### src/esa_pkg.sv
// shared constants and types for the stack and address generator
package esa_pkg;

   // ------------------------------------------------------------
   // address boundaries and bit positions
   // ------------------------------------------------------------
   localparam int          WIN_BIT    = 15;         // ea bit that opens the window
   localparam int          PV_BIT     = 9;          // read page: program view select
   localparam int          UPPER_BIT  = 8;          // read page: upper word select
   localparam int          CFG_BIT    = 7;          // table page: configuration space
   localparam int          PV_PAGE_W  = 8;          // read page bits used by program view
   localparam logic [15:0] NEAR_TOP   = 16'h1fff;   // last near data address
   localparam logic [15:0] SFR_TOP    = 16'h0800;   // lowest legal stack address
   localparam logic [15:0] SP_RESET   = 16'h0800;   // stack pointer after reset
   localparam logic [15:0] WORD_STEP  = 16'h0002;   // one stack word in bytes
   localparam logic [15:0] WORD_MASK  = 16'hfffe;   // clears the byte bit
   localparam logic [7:0]  ZERO_BYTE  = 8'h00;
   localparam logic [9:0]  RPAGE_ZERO = 10'h000;
   localparam logic [8:0]  WPAGE_ZERO = 9'h000;

   // ------------------------------------------------------------
   // types
   // ------------------------------------------------------------
   typedef enum logic [3:0] {
      OP_READ, OP_WRITE, OP_PUSH, OP_POP, OP_CALL, OP_EXC,
      OP_TRDL, OP_TRDH, OP_TWRL, OP_TWRH, OP_FETCH
   } esa_op_e;

   typedef enum logic [1:0] {SPC_DATA, SPC_EXT, SPC_PROG_LO, SPC_PROG_HI} esa_space_e;

   typedef enum {ST_IDLE, ST_PUSH_HI} esa_state_e;

   typedef struct packed {
      logic        valid;
      esa_op_e     op;
      logic        indirect;
      logic [15:0] ea;
      logic [15:0] data;
   } esa_req_s;

   typedef struct packed {
      logic        valid;
      esa_space_e  space;
      logic        write;
      logic        config_sp;
      logic [23:0] addr;
      logic [15:0] data;
      logic        addr_err;
      logic        stack_err;
   } esa_resp_s;

endpackage

### src/esa_addr_gen.sv
// address generation, page translation and stack checking for the core
//
// Functional notes
// [RQ1] indirect address below 8000h ignores both pages and maps to lower data space
// [RQ2] indirect address at or above 8000h with page zero raises address error
// [RQ3] addresses 0000h to 1FFFh are reachable by direct and indirect access
// [RQ4] window write address is write page low 9 bits over ea bits 14..0
// [RQ5] window read with read page bit 9 clear joins 9 page bits over ea
// [RQ6] pages never step by themselves when a pointer wraps FFFFh to 8000h
// [RQ7] stack pointer marks first free word; push post-increments, pop pre-decrements
// [RQ8] call pushes counter with its most significant byte zeroed
// [RQ9] exception push places status word into counter's most significant byte
// [RQ10] stack limit bit 0 stays zero and limit is not cleared by reset
// [RQ11] push at limit is allowed; the next push past it traps
// [RQ12] stack address below 0800h raises stack error
// [RQ13] software should not read through the stack pointer right after limit write
// [RQ14] table address is table page over ea; page bit 7 picks configuration
// [RQ15] program view joins read page low 8 bits over ea bits 14..0
// [RQ16] program view read page bit 8 picks lower or upper program word
// [RQ17] program view drops ea bit 15; address bit 15 is read page bit 0
// [RQ18] program view reaches user memory only and is read-only
// [RQ19] high table instructions use upper word, low ones use lower word
// [RQ20] table reads are allowed in configuration space
// [RQ21] fetch address has bit 23 clear, counter bits 22..1 and bit 0 zero
`timescale 1ns/100ps

module esa_addr_gen (
   input  wire logic              sys_clk,
   input  wire logic              reset,
   input  wire esa_pkg::esa_req_s req,
   output wire logic              ready,
   input  wire logic [9:0]        read_page,
   input  wire logic [8:0]        write_page,
   input  wire logic [7:0]        table_page,
   input  wire logic [7:0]        status_word,
   input  wire logic [22:0]       pc,
   input  wire logic              sp_wr,
   input  wire logic [15:0]       sp_wdata,
   input  wire logic              limit_wr,
   input  wire logic [15:0]       limit_wdata,
   output esa_pkg::esa_resp_s     resp,
   output logic [15:0]            stack_pointer_reg,
   output logic [15:0]            stack_limit
);
   import esa_pkg::*;

   // ------------------------------------------------------------
   // helpers
   // ------------------------------------------------------------

   // lower data space address, upper byte clear
   function automatic logic [23:0] data_addr(input logic [15:0] a);
      data_addr = {ZERO_BYTE, a};
   endfunction

   // extended window address from a 9-bit page
   function automatic logic [23:0] ext_addr(input logic [8:0] pg, input logic [15:0] a);
      ext_addr = {pg, a[WIN_BIT-1:0]};
   endfunction

   // stack fault: past the limit or down in register space
   function automatic logic stack_fault(input logic [15:0] a, input logic [15:0] lim);
      stack_fault = (a > lim) || (a < SFR_TOP);
   endfunction

   esa_state_e  state;
   esa_state_e  next_state;
   esa_resp_s   next_resp;
   logic [15:0] next_sp;
   logic [15:0] frame_hi;
   logic [15:0] pop_ea;

   assign ready  = (state == ST_IDLE);
   assign pop_ea = stack_pointer_reg - WORD_STEP;

   // ------------------------------------------------------------
   // request decode
   // ------------------------------------------------------------

   // pages are only read here, never written back
   always_comb begin
      next_resp       = '0;
      next_resp.space = SPC_DATA;
      next_sp         = stack_pointer_reg;
      next_state      = state;
      case (state)
         ST_PUSH_HI: begin
            // second word of a counter frame
            next_resp.valid     = 1'b1;
            next_resp.write     = 1'b1;
            next_resp.addr      = data_addr(stack_pointer_reg);
            next_resp.data      = frame_hi;
            next_resp.stack_err = stack_fault(stack_pointer_reg, stack_limit); // RQ11 RQ12
            if (!next_resp.stack_err) begin
               next_sp = stack_pointer_reg + WORD_STEP; // RQ7
            end
            next_state = ST_IDLE;
         end
         default: begin
            if (req.valid) begin
               next_resp.valid = 1'b1;
               next_resp.data  = req.data;
               case (req.op)
                  OP_READ: begin
                     if (!req.indirect) begin
                        next_resp.addr     = data_addr(req.ea);
                        next_resp.addr_err = (req.ea > NEAR_TOP); // RQ3
                     end else if (!req.ea[WIN_BIT]) begin
                        next_resp.addr = data_addr(req.ea); // RQ1 RQ3
                     end else if (read_page == RPAGE_ZERO) begin
                        next_resp.addr_err = 1'b1; // RQ2
                     end else if (read_page[PV_BIT]) begin
                        // program view, bit 23 left clear so config is unreachable
                        next_resp.addr  = {1'b0, read_page[PV_PAGE_W-1:0],
                                           req.ea[WIN_BIT-1:0]}; // RQ15 RQ17 RQ18
                        next_resp.space = read_page[UPPER_BIT] ? SPC_PROG_HI
                                                               : SPC_PROG_LO; // RQ16
                     end else begin
                        next_resp.addr  = ext_addr(read_page[8:0], req.ea); // RQ5 RQ6
                        next_resp.space = SPC_EXT;
                     end
                  end
                  OP_WRITE: begin
                     next_resp.write = 1'b1;
                     if (!req.indirect) begin
                        next_resp.addr     = data_addr(req.ea);
                        next_resp.addr_err = (req.ea > NEAR_TOP); // RQ3
                     end else if (!req.ea[WIN_BIT]) begin
                        next_resp.addr = data_addr(req.ea); // RQ1
                     end else if (write_page == WPAGE_ZERO) begin
                        next_resp.addr_err = 1'b1; // RQ2
                     end else begin
                        // writes never take the program view path
                        next_resp.addr  = ext_addr(write_page, req.ea); // RQ4 RQ6 RQ18
                        next_resp.space = SPC_EXT;
                     end
                  end
                  OP_PUSH, OP_CALL, OP_EXC: begin
                     next_resp.write     = 1'b1;
                     next_resp.addr      = data_addr(stack_pointer_reg);
                     next_resp.stack_err = stack_fault(stack_pointer_reg,
                                                       stack_limit); // RQ11 RQ12
                     if (req.op != OP_PUSH) begin
                        next_resp.data = {pc[15:0]} & WORD_MASK;
                     end
                     if (!next_resp.stack_err) begin
                        next_sp = stack_pointer_reg + WORD_STEP; // RQ7
                        if (req.op != OP_PUSH) begin
                           next_state = ST_PUSH_HI;
                        end
                     end
                  end
                  OP_POP: begin
                     next_resp.addr      = data_addr(pop_ea);
                     next_resp.stack_err = stack_fault(pop_ea, stack_limit); // RQ12
                     if (!next_resp.stack_err) begin
                        next_sp = pop_ea; // RQ7
                     end
                  end
                  OP_TRDL, OP_TRDH, OP_TWRL, OP_TWRH: begin
                     next_resp.addr      = {table_page, req.ea}; // RQ14
                     next_resp.config_sp = table_page[CFG_BIT]; // RQ14
                     next_resp.write     = (req.op == OP_TWRL) || (req.op == OP_TWRH);
                     next_resp.space     = ((req.op == OP_TRDH) || (req.op == OP_TWRH))
                                           ? SPC_PROG_HI : SPC_PROG_LO; // RQ19
                     // only reads may enter configuration space
                     next_resp.addr_err  = next_resp.write && table_page[CFG_BIT]; // RQ20
                  end
                  OP_FETCH: begin
                     next_resp.addr  = {1'b0, pc[22:1], 1'b0}; // RQ21
                     next_resp.space = SPC_PROG_LO;
                  end
                  default: begin
                     next_resp.addr_err = 1'b1;
                  end
               endcase
            end
         end
      endcase
   end

   // ------------------------------------------------------------
   // state
   // ------------------------------------------------------------

   // frame sequencer
   always_ff @(posedge sys_clk) begin
      if (reset) begin
         state <= ST_IDLE;
      end else begin
         state <= next_state;
      end
   end

   // upper frame word captured at the first push
   always_ff @(posedge sys_clk) begin
      if (reset) begin
         frame_hi <= '0;
      end else if (ready && req.valid && (req.op == OP_CALL)) begin
         frame_hi <= {ZERO_BYTE, 1'b0, pc[22:16]}; // RQ8
      end else if (ready && req.valid && (req.op == OP_EXC)) begin
         frame_hi <= {status_word, 1'b0, pc[22:16]}; // RQ9
      end
   end

   // response register
   always_ff @(posedge sys_clk) begin
      if (reset) begin
         resp <= '0;
      end else begin
         resp <= next_resp;
      end
   end

   // stack pointer, software write wins over stack traffic
   always_ff @(posedge sys_clk) begin
      if (reset) begin
         stack_pointer_reg <= SP_RESET;
      end else if (sp_wr) begin
         stack_pointer_reg <= sp_wdata & WORD_MASK;
      end else begin
         stack_pointer_reg <= next_sp; // RQ7
      end
   end

   // limit holds no reset value on purpose
   always_ff @(posedge sys_clk) begin
      if (limit_wr) begin
         stack_limit <= limit_wdata & WORD_MASK; // RQ10
      end
   end

   logic idle_req;
   assign idle_req = ready && req.valid;
endmodule // esa_addr_gen

### config.mk
export PLATFORM = sky130hd
export DESIGN_NAME = esa_addr_gen
export DESIGN_NICKNAME = d
export VERILOG_FILES = /design/src/esa_pkg.sv /design/src/esa_addr_gen.sv
export SDC_FILE = /design/constraint.sdc
export NUM_CORES = 1
export LEC_CHECK = 0
export ABC_AREA = 1
export BUFFER_PORTS_ARGS = -buffer_cell sky130_fd_sc_hd__buf_2
export CORE_MARGIN = 5
export CORE_UTILIZATION = 50
export DETAILED_ROUTE_END_ITERATION = 8
export PLACE_DENSITY = 0.81
export SYNTH_ARGS = -nofsm -noshare
export SYNTH_HDL_FRONTEND = slang
export SYNTH_SLANG_ARGS = --single-unit
### constraint.sdc
create_clock -name sys_clk -period 3.75 [get_ports sys_clk]
set_input_delay 0.75 -clock sys_clk [delete_from_list [all_inputs] [get_ports sys_clk]]
set_output_delay 0.75 -clock sys_clk [all_outputs]
set_load 0.05 [all_outputs]
# Word level (Yosys, flattened, before mapping)
# Index checks and enable logic that the tools add are counted.
[word_totals]
ff_bits = 94
in_bits = 132
out_inout_bits = 80
word_cells = 111
[classes]
n_addsub = 2
n_lt_le_gt_ge = 5
eq_ne = 13
muxes = 43
n_bitwise = 3
reduce_logical = 29
[op_table]
columns = ["cell", "n"]
rows = [
  ["2-to-1 mux 24 bit", 7],
  ["one-hot mux 24 bit (6 select lines)", 1],
  ["2-to-1 mux 16 bit", 7],
  ["2-to-1 mux 47 bit", 1],
  ["greater-than comparator 16 bit", 2],
  ["logical NOT 32 bit", 1],
  ["< comparator 16 x 12 -> 1 bit, second input constant", 2],
  ["2-to-1 mux 32 bit", 1],
  ["one-hot mux 16 bit (2 select lines)", 1],
  ["adder 16 x 2 -> 16 bit, second input constant", 1],
  ["equality test 4 x 3 -> 1 bit, second input constant", 4],
  ["greater-than comparator 16 x 13 -> 1 bit, second input constant", 1],
  ["subtractor 16 x 2 -> 16 bit, second input constant", 1],
  ["2-to-1 mux 7 bit", 2],
  ["2-to-1 mux 1 bit", 13],
  ["equality test 4 bit, second input constant", 3],
  ["2-to-1 mux 2 bit", 6],
  ["OR reduction 4 bit", 3],
  ["logical NOT 10 bit", 1],
  ["logical NOT 9 bit", 1],
  ["equality test 4 x 2 -> 1 bit, second input constant", 2],
  ["one-hot mux 2 bit (4 select lines)", 1],
  ["AND reduction 3 bit", 2],
  ["nonzero test 3 bit", 2],
  ["other kinds (16)", 29],
]

# Depth between registers and ports, before layout
# Gate-level depths: netlist (run 1).
[depth]
word_depth = 8
mapped_depth = 24

# Least setup slack after synthesis (run 1)
# OpenSTA, ideal clock, no wires.
[synth_timing]
path_type = "reg2reg"
startpoint = "reg stack_pointer_reg[1]"
endpoint = "reg stack_pointer_reg[7]"
setup_time_ns = 0.113
arrival_time_ns = 2.886
t_required_ns = 3.637
setup_slack_ns = 0.751
stages_incl_launch_ff = 21
synth_period_minus_slack_ns = 2.999
path_cell_list = "dfxtp_1 inv_2 ha_1 nand2_4 nor3_2 nand2_1 xor2_1 inv_1 ha_1 nand3_2 nor2_2 nand3_1 nand3_1 nand2_1 nand2_1 nand2_2 nand2_4 buf_8 nand3_1 nand2_1 nor2_2"
[synth_between]
elab_chain_len = 7
elab_cells_between_ends = 16
cone_classes = "add/sub (2); order compare (4); eq/ne (1); mux (6); reduce/logical (3)"
[synth_rtl]
columns = ["element", "line", "rtl"]
rows = [
  ["from (decl)", "esa_addr_gen.sv:42", "output logic [15:0] stack_pointer_reg,"],
  ["from (signal assigned)", "esa_addr_gen.sv:220", "stack_pointer_reg <= sp_wdata & WORD_MASK;"],
  ["from (signal assigned)", "esa_addr_gen.sv:222", "stack_pointer_reg <= next_sp;"],
  ["parallel branches: the longest is 7 deep, another holds subtractor 16 x 2 -> 16 bit", "-", ""],
]
# Several ways; the timed one is not identified. The select of a mux whose other input is x is not followed.
# A chain may end at the register's enable or synchronous reset.

# Worst setup path after layout (run 1)
[layout_timing]
startpoint = "reg stack_pointer_reg[3]"
endpoint = "reg stack_pointer_reg[2]"
[layout_between]
elab_chain_len = 7
elab_cells_between_ends = 14
cone_classes = "add/sub (1); order compare (4); eq/ne (1); mux (5); reduce/logical (3)"
[layout_rtl]
columns = ["element"]
rows = [
  ["parallel branches: the longest is 7 deep, another holds subtractor 16 x 2 -> 16 bit"],
]
# Several ways; the timed one is not identified. The select of a mux whose other input is x is not followed.

==> reports/results.tsv, run 1 <==
metric	value	unit
status	complete, no violations	
fillers	1104	
global route overflow	0	
async set-reset flop share out of synthesis	0	
Ports	212	
Post-Syn Instances	799	
largest net degree at the start of global routing	29	
nature of the critical path startpoint	flip-flop	
first-pass GRT wire length	31700	um
P_leak	3.58	nW
Final Skew	8.78	ps
FP Rows	39	
cell area power density	411	nW/um^2
die area	13900	sq um
period utilization	0.910	
Crit. Startpoint	stack_pointer_reg[3]	
Fin Hold WS	459	ps
GRT Util Overall	0.277	
RSZ-0062 raised after global routing	false	
RR Endpoint	stack_pointer_reg[2]	
clock buffer count from CTS	9	
max reg flops	47	
WP data required	4000	ps
ratio of cells with drive above 1 in the final layout	0.292	
I/O Buffers	206	
Post-Layout Cell Count	1147	
hpwl dp	15200	um
core area	11400	sq um
vias in the first global route	6201	
Most flops, register	resp	
cts repair resizes	0	
placed instance count	1132	
relative slew slack	0.534	
CTS hold repair buffers	0	
Max Clock Freq	0.293	GHz
Layout Nets	1162	
htree depth	3	
Clock transition at path regs	70	ps
crit end category	flip-flop	
Worst Path Max Fanout	28	
worst hold path class	reg2reg	
Placed Area	6960	sq um
final setup vio count	0	
drt drc	0	
minimum clock period after layout	3410	ps
clock sink count	93	
sequential fraction of the synthesis area	0.346	
Max clock buf depth	2	
Synth Warn #	0	
Hold Violations, Final	0	
Area growth syn-to-layout	25.0	%
CTS tree	done	
Synth cell types	47	
diode count	0	
area of the multi-input gates	3240	sq um
R2R cell count	19	
Critical Path End	stack_pointer_reg[2]	
Top FF cell, synth	dfxtp_1	
average wire per standard cell	17.6	um
Max VDD drop	0.000277	V
setup slack, reg-to-reg	340	ps
final WL	20200	um
Vias/cell	5.71	
fin. max-slew vios	0	
Die Span X	118	um
number of DRC markers in iteration 0	620	
register area	2010	sq um
Die Y	118	um
CTS root buf	clkbuf_16	
Initial Utilization	0.509	
CP Class	reg2reg	
Detail Route Antenna Nets	0	
fin area	7270	sq um
drt first pass iters	5	
Mapped Avg Cell Area	7.27	sq um
clock latency at the later pin of the worst-skew pair	350	ps
Crit path arrival time	3660	ps
Setup Fix Bufs, Post-CTS	0	
worst slew pin tran	696	ps
Vias	6548	
initial antenna violation count	0	
r2r startpoint	stack_pointer_reg[3]	
Cell Area, Synth	5810	sq um
flops & latches, synth	93	
Max-Cap Viols	0	
RePlAce Congestion	0.970	
count of flip-flops with a built-in enable after synthesis	15	
setup TNS	0	ps
-- how the worst min path moves through the flow --
stage	start	end	slack (ps)	depth (start not counted)
after floorplan	frame_hi[1]	resp[3]	420	2
after global placement	frame_hi[3]	resp[5]	440	2
after detailed placement	frame_hi[1]	resp[3]	440	2
after CTS	frame_hi[8]	frame_hi[8]	460	2
after global routing	frame_hi[13]	frame_hi[13]	480	2
final	frame_hi[8]	frame_hi[8]	460	2
-- power by group --
part           total, W  switching (W)  leakage (nW)  internal (W)
sequential      0.00112      0.0000500         0.784       0.00107
clock          0.000961       0.000403         0.147      0.000558
combinational  0.000908       0.000629          2.65      0.000279
total           0.00299        0.00108          3.58       0.00190
-- layout by cell type (no fill, tap or decap), drive strengths merged, types with 8 or more instances in the layout --
cell type / Yosys / layout
buf: 11 / 219
nand2: 140 / 140
inv: 102 / 103
nor2: 93 / 93
dfxtp: 78 / 78
o21ai: 68 / 68
nand3: 64 / 64
a21oi: 47 / 47
o22ai: 33 / 33
ha: 30 / 30
xor2: 18 / 18
nor3: 17 / 17
a221oi: 16 / 16
edfxtp: 15 / 15
clkbuf: 19 / 11
nand4: 8 / 8
a31oi: 8 / 8
-- logic make-up after synthesis --
kind of cell	share of synthesized area
simple gates	0.265
compound gates	0.199
buf+inv	0.0969
flops	0.346
fa+ha+maj	0.0646
xor+xnor	0.0271
other cells	0.000645
-- routing by layer --
| layer | track usage | wire, um | vias to the layer above | share of wire |
|---|---|---|---|---|
| met5 | 0 | 0 | - | 0 |
| met4 | 0.103 | 608 | 0 | 0.030 |
| met3 | 0.0519 | 1910 | 56 | 0.095 |
| met2 | 0.458 | 9460 | 405 | 0.47 |
| met1 | 0.359 | 8200 | 2968 | 0.41 |
| li1 | - | - | 3119 | - |
-- critical path, cell delays in order (launching register included) --
cell,delay (ps)
dfxtp_1,610
clkinv_2,210
nand3_4,150
nor2_4,70
xor2_1,270
inv_1,130
ha_1,330
a21o_1,210
a21oi_1,170
o21ai_0,180
nand3_1,120
nand3_1,70
nand2_1,80
nand2_1,70
nand2_2,80
nand2_4,230
nand2_2,160
nand2_1,60
nand2_1,60
nor2_1,40
-- synth_stat cells, types with 4 or more instances --
master | number | area, sq um
inv_2 | 9 | 33.8
edfxtp_1 | 15 | 450
dfxtp_1 | 78 | 1560
or2_2 | 5 | 31.3
o21ai_0 | 67 | 335
a211oi_1 | 5 | 37.5
nor2_1 | 76 | 285
inv_1 | 93 | 349
buf_2 | 4 | 20.0
o22ai_1 | 33 | 206
ha_1 | 30 | 375
nand3_1 | 58 | 290
clkbuf_1 | 19 | 71.3
xor2_1 | 18 | 158
nor3_1 | 14 | 70.1
nand2_1 | 132 | 495
nand3_2 | 5 | 50.1
a22oi_1 | 5 | 37.5
a31oi_1 | 8 | 50.1
a21oi_1 | 38 | 190
nor4_1 | 4 | 25.0
nor2_2 | 14 | 87.6
nand2_2 | 6 | 37.5
buf_4 | 4 | 30.0
nand4_1 | 8 | 50.1
a221oi_1 | 16 | 140
a21oi_2 | 9 | 78.8
-- stage by stage --
step	worst slack, ps	total power (W)	util
6_report	336	0.00299	0.636
4_1_cts	369	0.00298	0.636
2_1_floorplan	751	0.00176	-
5_1_grt	122	0.00310	0.636
3_5_place_dp	537	0.00202	0.609
3_3_place_gp	608	0.00200	0.609
-- area by class of cell --
type	count	share of cell area
Multi-Input combinational cell	572	0.446
Tap cell	143	0.0246
Timing Repair Buffer	219	0.155
Sequential cell	93	0.277
Clock inverter	4	0.00758
Clock buffer	11	0.0350
Inverter	105	0.0544
(Power assumes the default switching activity.)
==> run 2, diff against run 1 <==
Settings changed: BUFFER_PORTS_ARGS -buffer_cell sky130_fd_sc_hd__buf_2 to unset, CORE_UTILIZATION 50 to 60, DONT_BUFFER_PORTS set to 1, PLACE_DENSITY 0.81 to 0.76.
==> reports/results.tsv, run 2 (synthesized netlist as in run 1, its figures left out) <==
metric	value	unit	change
FP Rows	36		-7.7%
hpwl dp	16100	um	+6.2%
CTS hold repair buffers	0		unchanged
final setup vio count	0		unchanged
ratio of cells with drive above 1 in the final layout	0.143		-0.149
Initial Utilization	0.606		+0.0968
most frequent cells in the layout	nand2_1, inv_1, dfxtp_1		
Fin Hold WS	431	ps	-27.2 ps
I/O Buffers	0		-100%
cts repair resizes	0		unchanged
Layout Nets	985		-15%
most common cell after layout, fill and taps aside	nand2_1		
P_leak	2.79	nW	-22%
Clock transition at path regs	100	ps	+30 ps
CTS root buf	clkbuf_8		
setup ws final	401	ps	+65.1 ps
die area	11800	sq um	-15%
htree depth	3		unchanged
first-pass GRT wire length	31100	um	-1.9%
hold_sp	reset		
setup slack, reg-to-reg	400	ps	+70 ps
vias in the first global route	5888		-5.0%
Max VDD drop	0.000247	V	-11%
Die Y	108	um	-8.0%
GRT Util Overall	0.344		+0.0672
cell area power density	420	nW/um^2	+2.2%
worst hold path depth	1		-1
Crit path arrival time	3600	ps	-60 ps
RePlAce Congestion	0.934		-3.7%
setup TNS	0	ps	unchanged
Vias/cell	6.24		+9.3%
area of the multi-input gates	3240	sq um	unchanged
final WL	20500	um	+1.7%
Die Span X	108	um	-8.0%
Ports	212		unchanged
Placed Area	6130	sq um	-12%
core area	9590	sq um	-16%
clock sink count	93		unchanged
relative slew slack	0.180		-0.355
average wire per standard cell	21.3	um	+21%
global route overflow	0		unchanged
Hold Violations, Final	0		unchanged
Max Clock Freq	0.299	GHz	+1.9%
worst slew pin tran	1230	ps	+533 ps
register area	2010	sq um	unchanged
fin area	6330	sq um	-13%
Worst Path Max Fanout	28		unchanged
Vias	5998		-8.4%
Layout Utilization	0.660		+0.0232
diode count	0		unchanged
period utilization	0.893		-0.0173
Final Skew	9.22	ps	+0.439 ps
worst hold path class	in2reg		
WP data required	4010	ps	about the same
status	complete, no violations		
number of DRC markers in iteration 0	604		-2.6%
Setup Fix Bufs, Post-CTS	0		unchanged
drt first pass iters	6		+1
clock buffer count from CTS	9		unchanged
Max-Cap Viols	0		unchanged
Setup WS pre-CTS	505	ps	-31.3 ps
Max clock buf depth	2		unchanged
Most flops, register	resp		
RSZ-0062 raised after global routing	false		
CTS tree	done		
initial antenna violation count	0		unchanged
nature of the critical path startpoint	flip-flop		
RR Endpoint	stack_pointer_reg[11]		
Detail Route Antenna Nets	0		unchanged
fin. max-slew vios	0		unchanged
Area growth syn-to-layout	8.89	%	
fillers	867		-21%
max reg flops	47		unchanged
largest net degree at the start of global routing	29		unchanged
clock latency at the later pin of the worst-skew pair	380	ps	+30 ps
CP Class	reg2reg		
minimum clock period after layout	3350	ps	-65.1 ps
worst hold endpoint	resp[2]		
r2r startpoint	stack_pointer_reg[2]		
drt drc	0		unchanged
crit end category	flip-flop		
R2R cell count	18		-1
-- run 2: cell count changes in the layout (fill, tap and decap cells not counted), sizes merged --
cell,change
inv,+3
clkinv,+1
bufinv,-1
buf,-177
clkbuf,-1
clkinvlp,-1
-- run 2: final cells by class --
class / instances / share of cell area
clock inverter: 6 / 0.00751
clock buffer: 10 / 0.0235
multi-input combinational: 572 / 0.512
inverter: 105 / 0.0625
timing repair buffer: 42 / 0.0498
tap: 133 / 0.0263
sequential: 93 / 0.318
-- run 2: where the power goes --
part | switching (W) | internal, W | leakage, nW
combinational | 0.000539 | 0.000237 | 1.90
clock | 0.000405 | 0.000292 | 0.104
sequential | 0.000118 | 0.00107 | 0.784
-- run 2: metal layers --
metal	vias up	GRT usage	wire length, um
met5	-	0	0
met4	0	0.195	1170
met3	92	0.0919	2250
met2	396	0.568	9700
met1	2748	0.403	7390
li1	2762	-	-
-- run 2: critical path, cell delays in order (launching register included) --
cell and delay, ps:
dfxtp_1 330, inv_2 100, ha_1 270, nand2_4 120, nor3_1 190, xor2_1 300, inv_1 120, ha_1 310
nand3_1 110, o21ai_0 280, nand3_1 130, nand3_1 90, nand2_1 70, nand2_1 110, nand2_2 90, nand2_4 290
nand2_2 120, nand2_1 130, nand3_1 70
-- run 2: worst max path at each step --
stage,start,endpoint,slack (ps)
floorplan,stack_pointer_reg[1],stack_pointer_reg[7],750
global placement,stack_pointer_reg[2],stack_pointer_reg[11],590
detailed placement,stack_pointer_reg[2],stack_pointer_reg[11],510
CTS,stack_pointer_reg[2],stack_pointer_reg[11],460
global route,stack_pointer_reg[2],stack_pointer_reg[11],220
finish,stack_pointer_reg[2],stack_pointer_reg[11],400
-- run 2: stage by stage --
stage	power (W)	instances
2_1_floorplan	0.00176	800
3_3_place_gp	0.00194	945
3_5_place_dp	0.00197	945
4_1_cts	0.00265	961
5_1_grt	0.00278	961
6_report	0.00266	961
